File: config.mk
export PLATFORM = sky130hd
export DESIGN_NAME = rhc_device_flat
export DESIGN_NICKNAME = d
export VERILOG_FILES = /design/src/rhc_pkg.sv /design/src/rhc_link_if.sv /design/src/rhc_device.sv /design/src/flat_wrapper.sv
export SDC_FILE = /design/constraint.sdc
export NUM_CORES = 1
export LEC_CHECK = 0
export BUFFER_PORTS_ARGS = -buffer_cell sky130_fd_sc_hd__buf_2
export CAP_MARGIN = 20
export CORE_UTILIZATION = 38
export CTS_CLUSTER_SIZE = 10
export DETAILED_ROUTE_END_ITERATION = 8
export PLACE_DENSITY = 0.54
export SLEW_MARGIN = 20
export SYNTH_ARGS = -nofsm -noshare
export SYNTH_HDL_FRONTEND = slang
export SYNTH_SLANG_ARGS = --single-unit
File: constraint.sdc
create_clock -name mclk -period 6.76 [get_ports mclk]
set_input_delay 1.352 -clock mclk [delete_from_list [all_inputs] [get_ports mclk]]
set_output_delay 1.352 -clock mclk [all_outputs]
set_load 0.005 [all_outputs]
File: src/rhc_pkg.sv
package rhc_pkg;
    // Serial frame layout and device register map.
    localparam int          ADDR_W       = 7;
    localparam int          BYTE_W       = 8;
    localparam int          CMD_RW_POS   = 7;
    localparam logic [2:0]  BIT_LAST     = 3'h7;
    localparam logic [6:0]  REG_STAT1    = 7'h03;
    localparam logic [6:0]  REG_STAT2    = 7'h04;
    localparam logic [6:0]  REG_EN1      = 7'h05;
    localparam logic [6:0]  REG_EN2      = 7'h06;
    localparam logic [6:0]  REG_PIN0     = 7'h0B;
    localparam logic [6:0]  REG_PIN1     = 7'h0C;
    localparam logic [6:0]  REG_PIN2     = 7'h0D;
    localparam logic [7:0]  RST_BYTE     = 8'h00;
    localparam logic [15:0] RST_WORD     = 16'h0000;
    localparam int          NUM_PINS     = 3;

    // Pin function codes held in the low bits of each pin configuration.
    localparam int          FN_W         = 5;
    localparam logic [4:0]  FN_POR       = 5'h00;
    localparam logic [4:0]  FN_WAKE      = 5'h01;
    localparam logic [4:0]  FN_LOWBAT    = 5'h02;
    localparam logic [4:0]  FN_FIFO      = 5'h03;
    localparam logic [4:0]  FN_CLK       = 5'h04;
    localparam logic [4:0]  FN_TXRX      = 5'h05;
    localparam logic [4:0]  FN_TXRX_INV  = 5'h06;
    localparam logic [4:0]  FN_ANT       = 5'h07;

    // Controller register map on the system bus.
    localparam logic [7:0]  H_CTRL       = 8'h00;
    localparam logic [7:0]  H_WDATA      = 8'h04;
    localparam logic [7:0]  H_RDATA      = 8'h08;
    localparam logic [7:0]  H_STAT       = 8'h0C;
    localparam logic [7:0]  H_ISTAT      = 8'h10;
    localparam logic [7:0]  H_IMASK      = 8'h14;
    localparam logic [7:0]  H_SHUT       = 8'h18;
    localparam int          CTRL_START   = 0;
    localparam int          CTRL_WRITE   = 1;
    localparam int          CTRL_ADDR_LO = 8;
    localparam int          CTRL_CNT_LO  = 16;
    localparam int          INT_DONE     = 0;
    localparam int          INT_DEV      = 1;
    localparam logic [1:0]  HTRANS_NSEQ  = 2'h2;
    localparam logic        HRESP_OKAY   = 1'h0;

    // Serial clock half period.
    localparam int          CLK_NS       = 5;
    localparam int          SCLK_HALF_NS = 20;
    localparam int          SCLK_HALF    = (SCLK_HALF_NS + CLK_NS - 1) / CLK_NS;

    // Controller sequencer states.
    typedef enum logic [2:0] {
        RHC_IDLE  = 3'h0,
        RHC_SETUP = 3'h1,
        RHC_LOW   = 3'h3,
        RHC_HIGH  = 3'h2,
        RHC_HOLD  = 3'h6
    } rhc_state_t;
endpackage : rhc_pkg

File: src/rhc_link_if.sv
`timescale 1ns/100ps
interface rhc_link_if;
    // Serial port, interrupt, shutdown and pin lines.
    logic       sclk;
    logic       serial_in_pin;
    logic       serial_select_n;
    logic       serial_out_pin;
    logic       host_interrupt_low;
    logic       shutdown_pin;
    logic [2:0] pin_out;
    logic [2:0] pin_oe;

    modport dev (
        input  sclk,
        input  serial_in_pin,
        input  serial_select_n,
        input  shutdown_pin,
        output serial_out_pin,
        output host_interrupt_low,
        output pin_out,
        output pin_oe
    );

    modport host (
        output sclk,
        output serial_in_pin,
        output serial_select_n,
        output shutdown_pin,
        input  serial_out_pin,
        input  host_interrupt_low,
        input  pin_out,
        input  pin_oe
    );
endinterface : rhc_link_if

File: src/rhc_device.sv
// Operation
// - Capture serial input on clock rising edges.
// - Select low enables port, frames each access.
// - Select held low gives auto-increment bursts.
// - Serial input carries command and write data.
// - Register contents shifted out on reads.
// - Enabled pending event drives interrupt low.
// - Host reads two status registers for cause.
// - Host holds shutdown low outside shutdown.
// - Shutdown high clears all register contents.
// - Each pin has its own configuration register.
// - Pins offer clock, status and switch functions.
`timescale 1ns/100ps
module rhc_device (
    // Clock and reset.
    input  wire logic        mclk,
    input  wire logic        srst,
    // Link to the controller.
    rhc_link_if.dev          link,
    // Interrupt event sources, one pulse or level per status bit.
    input  wire logic [15:0] event_in,
    // Internal flags offered on the pins.
    input  wire logic        por_flag,
    input  wire logic        wake_flag,
    input  wire logic        low_batt_flag,
    input  wire logic        fifo_flag,
    input  wire logic        tx_active,
    input  wire logic        antenna_select
);

    typedef struct packed {
        logic        sclk_prev;
        logic        in_cmd;
        logic        is_wr;
        logic [2:0]  bit_cnt;
        logic [6:0]  shift_in;
        logic [6:0]  addr;
        logic [7:0]  shift_out;
        logic [15:0] stat;
        logic [15:0] enable;
        logic [7:0]  cfg0;
        logic [7:0]  cfg1;
        logic [7:0]  cfg2;
        logic        clk_div;
        logic        ser_out;
        logic        irq_n;
        logic [2:0]  pin_out;
        logic [2:0]  pin_oe;
    } rhc_dev_t;

    localparam rhc_dev_t RST = '{
        sclk_prev: 1'h0,
        in_cmd:    1'h1,
        is_wr:     1'h0,
        bit_cnt:   3'h0,
        shift_in:  7'h00,
        addr:      7'h00,
        shift_out: rhc_pkg::RST_BYTE,
        stat:      rhc_pkg::RST_WORD,
        enable:    rhc_pkg::RST_WORD,
        cfg0:      rhc_pkg::RST_BYTE,
        cfg1:      rhc_pkg::RST_BYTE,
        cfg2:      rhc_pkg::RST_BYTE,
        clk_div:   1'h0,
        ser_out:   1'h0,
        irq_n:     1'h1,
        pin_out:   3'h0,
        pin_oe:    3'h0
    };

    rhc_dev_t s;
    rhc_dev_t next_s;

    // Returns the byte readable at a register address; unmapped reads zero.
    function automatic logic [7:0] reg_read(input logic [6:0] a, input rhc_dev_t v);
        logic [7:0] r;
        r = rhc_pkg::RST_BYTE;
        case (a)
            rhc_pkg::REG_STAT1: r = v.stat[7:0];
            rhc_pkg::REG_STAT2: r = v.stat[15:8];
            rhc_pkg::REG_EN1:   r = v.enable[7:0];
            rhc_pkg::REG_EN2:   r = v.enable[15:8];
            rhc_pkg::REG_PIN0:  r = v.cfg0;
            rhc_pkg::REG_PIN1:  r = v.cfg1;
            rhc_pkg::REG_PIN2:  r = v.cfg2;
            default:            r = rhc_pkg::RST_BYTE;
        endcase
        return r;
    endfunction : reg_read

    // Returns the status bits that a read of this address hands to the host.
    function automatic logic [15:0] read_clear(input logic [6:0] a, input rhc_dev_t v);
        logic [15:0] c;
        c = rhc_pkg::RST_WORD;
        case (a)
            rhc_pkg::REG_STAT1: c = {8'h00, v.stat[7:0]};
            rhc_pkg::REG_STAT2: c = {v.stat[15:8], 8'h00};
            default:            c = rhc_pkg::RST_WORD;
        endcase
        return c;
    endfunction : read_clear

    // Maps a pin configuration onto {enable, level}; unknown codes float the pin.
    function automatic logic [1:0] pin_fn(input logic [7:0] cfg, input rhc_dev_t v);
        logic [1:0] r;
        r = 2'h0;
        case (cfg[rhc_pkg::FN_W-1:0])
            rhc_pkg::FN_POR:      r = {1'h1, por_flag};
            rhc_pkg::FN_WAKE:     r = {1'h1, wake_flag};
            rhc_pkg::FN_LOWBAT:   r = {1'h1, low_batt_flag};
            rhc_pkg::FN_FIFO:     r = {1'h1, fifo_flag};
            rhc_pkg::FN_CLK:      r = {1'h1, v.clk_div};
            rhc_pkg::FN_TXRX:     r = {1'h1, tx_active};
            rhc_pkg::FN_TXRX_INV: r = {1'h1, ~tx_active};
            rhc_pkg::FN_ANT:      r = {1'h1, antenna_select};
            default:              r = 2'h0;
        endcase
        return r;
    endfunction : pin_fn

    // Serial port, event capture and pin functions.
    always_comb begin
        logic       rise;
        logic       fall;
        logic [7:0] rx_byte;
        logic [6:0] rd_addr;
        logic [15:0] clr;
        logic [1:0] p0;
        logic [1:0] p1;
        logic [1:0] p2;
        rise    = 1'h0;
        fall    = 1'h0;
        rx_byte = rhc_pkg::RST_BYTE;
        rd_addr = 7'h00;
        clr     = rhc_pkg::RST_WORD;
        p0      = 2'h0;
        p1      = 2'h0;
        p2      = 2'h0;
        next_s  = s;
        next_s.sclk_prev = link.sclk;
        rise    = link.sclk & ~s.sclk_prev;
        fall    = ~link.sclk & s.sclk_prev;
        rx_byte = {s.shift_in, link.serial_in_pin};
        if (link.serial_select_n) begin
            next_s.in_cmd    = 1'h1;
            next_s.bit_cnt   = 3'h0;
            next_s.shift_out = rhc_pkg::RST_BYTE;
        end else if (rise) begin
            next_s.shift_in = rx_byte[6:0];
            next_s.bit_cnt  = s.bit_cnt + 3'h1;
            if (s.bit_cnt == rhc_pkg::BIT_LAST) begin
                if (s.in_cmd) begin
                    next_s.in_cmd = 1'h0;
                    next_s.is_wr  = rx_byte[rhc_pkg::CMD_RW_POS];
                    next_s.addr   = rx_byte[6:0];
                    rd_addr       = rx_byte[6:0];
                end else begin
                    next_s.addr = s.addr + 7'h01;
                    rd_addr     = s.addr + 7'h01;
                    if (s.is_wr) begin
                        case (s.addr)
                            rhc_pkg::REG_EN1:  next_s.enable[7:0]  = rx_byte;
                            rhc_pkg::REG_EN2:  next_s.enable[15:8] = rx_byte;
                            rhc_pkg::REG_PIN0: next_s.cfg0 = rx_byte;
                            rhc_pkg::REG_PIN1: next_s.cfg1 = rx_byte;
                            rhc_pkg::REG_PIN2: next_s.cfg2 = rx_byte;
                            default:           next_s.cfg0 = next_s.cfg0;
                        endcase
                    end
                end
                if (!(s.in_cmd ? rx_byte[rhc_pkg::CMD_RW_POS] : s.is_wr)) begin
                    next_s.shift_out = reg_read(rd_addr, s);
                    clr = read_clear(rd_addr, s);
                end
            end
        end else if (fall) begin
            next_s.ser_out   = s.shift_out[7];
            next_s.shift_out = {s.shift_out[6:0], 1'h0};
        end
        next_s.stat  = (s.stat & ~clr) | (event_in & s.enable);
        next_s.irq_n = ~(|next_s.stat);
        next_s.clk_div = ~s.clk_div;
        p0 = pin_fn(s.cfg0, s);
        p1 = pin_fn(s.cfg1, s);
        p2 = pin_fn(s.cfg2, s);
        next_s.pin_oe  = {p2[1], p1[1], p0[1]};
        next_s.pin_out = {p2[0], p1[0], p0[0]};
    end

    // State register; shutdown wipes every register like a reset.
    always_ff @(posedge mclk) begin
        if (srst || link.shutdown_pin) begin
            s <= RST;
        end else begin
            s <= next_s;
        end
    end

    // Pin drivers come straight from the state register.
    assign link.serial_out_pin     = s.ser_out;
    assign link.host_interrupt_low = s.irq_n;
    assign link.pin_out            = s.pin_out;
    assign link.pin_oe             = s.pin_oe;

endmodule : rhc_device

File: src/flat_wrapper.sv
// flat-port wrapper written by rule: the top's interface ports become plain ports
module rhc_device_flat 
  (mclk, srst, event_in, por_flag, wake_flag, low_batt_flag, fifo_flag, tx_active, antenna_select, link_sclk, link_serial_in_pin, link_serial_select_n, link_shutdown_pin, link_serial_out_pin, link_host_interrupt_low, link_pin_out, link_pin_oe);
  rhc_link_if link_i ();
  input  wire logic mclk;
  input  wire logic srst;
  input  wire logic [15:0] event_in;
  input  wire logic por_flag;
  input  wire logic wake_flag;
  input  wire logic low_batt_flag;
  input  wire logic fifo_flag;
  input  wire logic tx_active;
  input  wire logic antenna_select;
  input wire logic [$bits(link_i.sclk)-1:0] link_sclk;
  input wire logic [$bits(link_i.serial_in_pin)-1:0] link_serial_in_pin;
  input wire logic [$bits(link_i.serial_select_n)-1:0] link_serial_select_n;
  input wire logic [$bits(link_i.shutdown_pin)-1:0] link_shutdown_pin;
  output wire logic [$bits(link_i.serial_out_pin)-1:0] link_serial_out_pin;
  output wire logic [$bits(link_i.host_interrupt_low)-1:0] link_host_interrupt_low;
  output wire logic [$bits(link_i.pin_out)-1:0] link_pin_out;
  output wire logic [$bits(link_i.pin_oe)-1:0] link_pin_oe;
  assign link_i.sclk = link_sclk;
  assign link_i.serial_in_pin = link_serial_in_pin;
  assign link_i.serial_select_n = link_serial_select_n;
  assign link_i.shutdown_pin = link_shutdown_pin;
  assign link_serial_out_pin = link_i.serial_out_pin;
  assign link_host_interrupt_low = link_i.host_interrupt_low;
  assign link_pin_out = link_i.pin_out;
  assign link_pin_oe = link_i.pin_oe;
  rhc_device u_core (.mclk(mclk), .srst(srst), .link(link_i), .event_in(event_in), .por_flag(por_flag), .wake_flag(wake_flag), .low_batt_flag(low_batt_flag), .fifo_flag(fifo_flag), .tx_active(tx_active), .antenna_select(antenna_select));
endmodule
==> results.yml <==
global_route:
  grt_use_met1_pct: 29.3
  grt_pass1_wl_um: 21200
  antenna_found_initial: 0
  grt_pass1_vias: 3793
  use_met3_pct: 4.11
  busiest_layer: "met2"
  grt_max_degree: 79
  track_usage_pct: 21.7
  gr-usage-met2_pct: 33.3
  grt-ovfl-total: 0
synthesis:
  syn_inst: 558
  yosys_warnings: 0
  synth-edff-count: 0
  synthFlopType: "dfxtp_1"
  synth-seq-area-share_pct: 38.5
  avgSynthCellArea_um2: 8.66
  synth_cell_types: 69
  synth_top_area_cell: "dfxtp_1"
  ys_async_sr_fraction_pct: 0
  ys_ff_latch: 93
  syn_nets: 592
  synthTopCellsByArea: "dfxtp_1 (39%), mux2i_1 (10%), nand2_1 (5.4%), a21oi_1 (5.2%), nor2_1 (4.7%)"
  netlist_area_um2: 4830
  yosys.area.top_type_share_pct: 38.5
detailed_routing:
  drt-initial-drc-count: 315
  postRouteAntennaNets: 0
  dr.pass1.iters: 5
  via_per_inst: 5.54
  wl_per_cell_um: 18.1
  routed_wirelength_um: 13300
  drc: 0
  num_vias: 4077
floorplan:
  ios: 36
  die_area_um2: 13200
  die_h_um: 115
  core_um2: 12200
  rows: 40
  initial_core_util_pct: 39.6
  die_w_um: 115
cts:
  h-tree-depth: 3
  cts_root_buf: "clkbuf_16"
  numCtsBuffers: 9
  cts-hold-fix-buffers: 0
  ctsResizeCount: 0
  cts_setup_buffers: 0
  insertion_delay_ns: 0.35
  cts_buffer_depth: 2
  clock_sinks: 93
  tritoncts: "done"
  clk_pin_slew_worst_paths_ns: 0.06
sta:
  hold_viol: 0
  worst_pin_slew_ns: 0.843
  relSlewSlack_pct: 42.3
  fmax_ghz: 0.308
  hold_slack_ns: 0.465
  maxSlewViolCount: 0
  setup_viol: 0
  clock_skew_ns: 0.00692
  setup_tns_ns: 0
  period_needed_ns: 3.25
  fin_crit_sh_pct: 48.0
  rsz0062_at_grt: "false"
flow_run:
  max_cap_violations: 0
critical_path:
  cp_top_family: "simple AND/OR/NAND/NOR gates"
  cp-end-kind: "register"
  critPathLaunchType: "input port"
  path_cells: "buf_2, nand2b_1, nor3b_4, and3_1, and4b_1, mux2i_1, nor2_1"
  worstRegToRegCells: 6
  critPathArrivalTime_ns: 3.46
  slowest_stage: "and4b_1"
  path_class: "in -> reg"
  cp_max_fo: 16
  slowest_delay_ns: 0.58
  reg2reg_from: "u_core.s[75]$_SDFFE_PP0P_"
  reg2reg_to: "u_core.s[67]$_SDFFE_PP0P_"
  regToRegSetupSlack_ns: 3.68
  critPathBufInv: 1
  worstPathRequired_ns: 6.97
layout:
  utilization_pct: 43.3
  fin_nets: 597
  drive_gt1_share_pct: 15.0
  area_growth_syn_to_layout_pct: 9.37
  layout.cells.non_filler: 736
  diodes: 0
hold_path:
  min_path_type: "reg -> reg"
  hold_depth: 2
  hold_path_end: "u_core.s[89]$_SDFFE_PP0P_"
  min-delay-start: "u_core.s[89]$_SDFFE_PP0P_"
run_status:
  status: "finished, final reports clean"
place:
  place_hpwl_um: 9580
  dp_cells: 720
  finalWeightedCongestion: 0.854
  io_buffers: 35
power:
  peakVddDrop_mv: 0.139
  finalPower_w: 0.00110
  powerDensity_nw_per_um2: 208
  p_leak_nw: 1.76
## cells in the final DEF, fill, tap and decap left out, types with 4 or more instances in the layout
master     instances
a21oi_1           50
nor3_1             6
ha_1               6
o31ai_1            5
clkbuf_16          9
clkbuf_8           4
a21o_1             6
nand4_1            7
nor2b_1            8
a31oi_1            6
nand2b_1           5
a21boi_0           4
o21ai_0           28
nor2_1            61
a211oi_1           7
and3_1             6
nand2_1           70
dfxtp_1           93
inv_1              8
nand3_1           16
nor4_1             5
mux2_2             4
a22oi_1            4
mux2i_1           49
buf_2             35
## cells in the mapped netlist (3+ instances only)
library cell and count:
mux2_2 4, or2_2 3, buf_6 7, and3_1 6, nand2b_1 5, o31ai_1 5, nor2_1 61, a31oi_1 6
mux2i_1 49, ha_1 6, inv_1 8, a21boi_0 4, nand4_1 7, dfxtp_1 93, o21ai_1 3, nor2b_1 8
a22oi_1 4, o21ai_0 28, nand3_1 16, buf_2 4, buf_4 8, nor3_1 6, a211oi_1 7, nand2_1 70
nor4_1 5, a21o_1 6, clkbuf_1 24, a21oi_1 50, mux4_2 3
## metrics by stage
step / worst slack [ns] / instance area (um^2)
after floorplan: 4.02 / 4830
after global placement: 3.25 / 4990
after detailed placement: 3.16 / 4990
after CTS: 3.52 / 5290
after global routing: 3.35 / 5290
final: 3.51 / 5290
## tightest hold or removal path, delay by kind of cell, from the launching register on
kind	cells	cell delay, ns
flops	1	0.31
simple gates	1	0.05
compound gates	1	0.05
## power by group
part	switching (W)	total [W]	internal [W]
clock network	0.000215	0.000504	0.000288
logic	0.0000263	0.0000413	0.0000149
registers	0.00000185	0.000552	0.000550
total	0.000243	0.00110	0.000854
## per-layer routing
layer / up-vias / share of wire (%) / routed length [um]
met2: 104 / 45 / 6020
met5: - / 0 / 0
li1: 2011 / - / -
met4: 0 / 3.1 / 415
met1: 1933 / 48 / 6330
met3: 29 / 4.2 / 554
## kinds of logic (layout without fill, tap and decap cells)
family	Yosys count	in the layout	share of synthesized area [%]
AND/OR/NAND/NOR	203	203	19.9
adder cells (fa/ha/maj)	6	6	1.55
AO/OA/AOI/OAI	142	142	19.9
multiplexers	59	59	13.6
flip-flops	93	93	38.5
buffers and inverters	52	62	5.85
XOR/XNOR	3	3	0.699
## flip-flops by register name, indices dropped and copies added, names as in the netlist
name                            count
u_core.link.host_interrupt_low      1
u_core.link.pin_oe                  3
u_core.link.pin_out                 3
u_core.link.serial_out_pin          1
u_core.s                           85
## area by class of cell
type | count | area, um^2
clock buffer | 13 | 280
timing repair buffer | 38 | 198
sequential | 93 | 1860
clock inverter | 3 | 17.5
inverter | 8 | 30.0
fill | 1241 | 6930
tap | 168 | 210
multi-input combinational | 413 | 2690
## how the worst max path moves through the flow
stage | cells past startpoint | slack (ns) | start | end
finish | 7 | 3.51 | link_sclk | u_core.s[32]$_SDFFE_PP0P_
detailed placement | 7 | 3.16 | link_sclk | u_core.s[44]$_SDFFE_PP0P_
global placement | 7 | 3.25 | link_sclk | u_core.s[10]$_SDFFE_PP0P_
CTS | 7 | 3.52 | link_sclk | u_core.s[48]$_SDFFE_PP0P_
floorplan | 8 | 4.02 | link_sclk | u_core.s[25]$_SDFFE_PP0P_
global route | 7 | 3.35 | link_sclk | u_core.s[12]$_SDFFE_PP0P_
No activity file was read; power rests on OpenSTA's default activity.
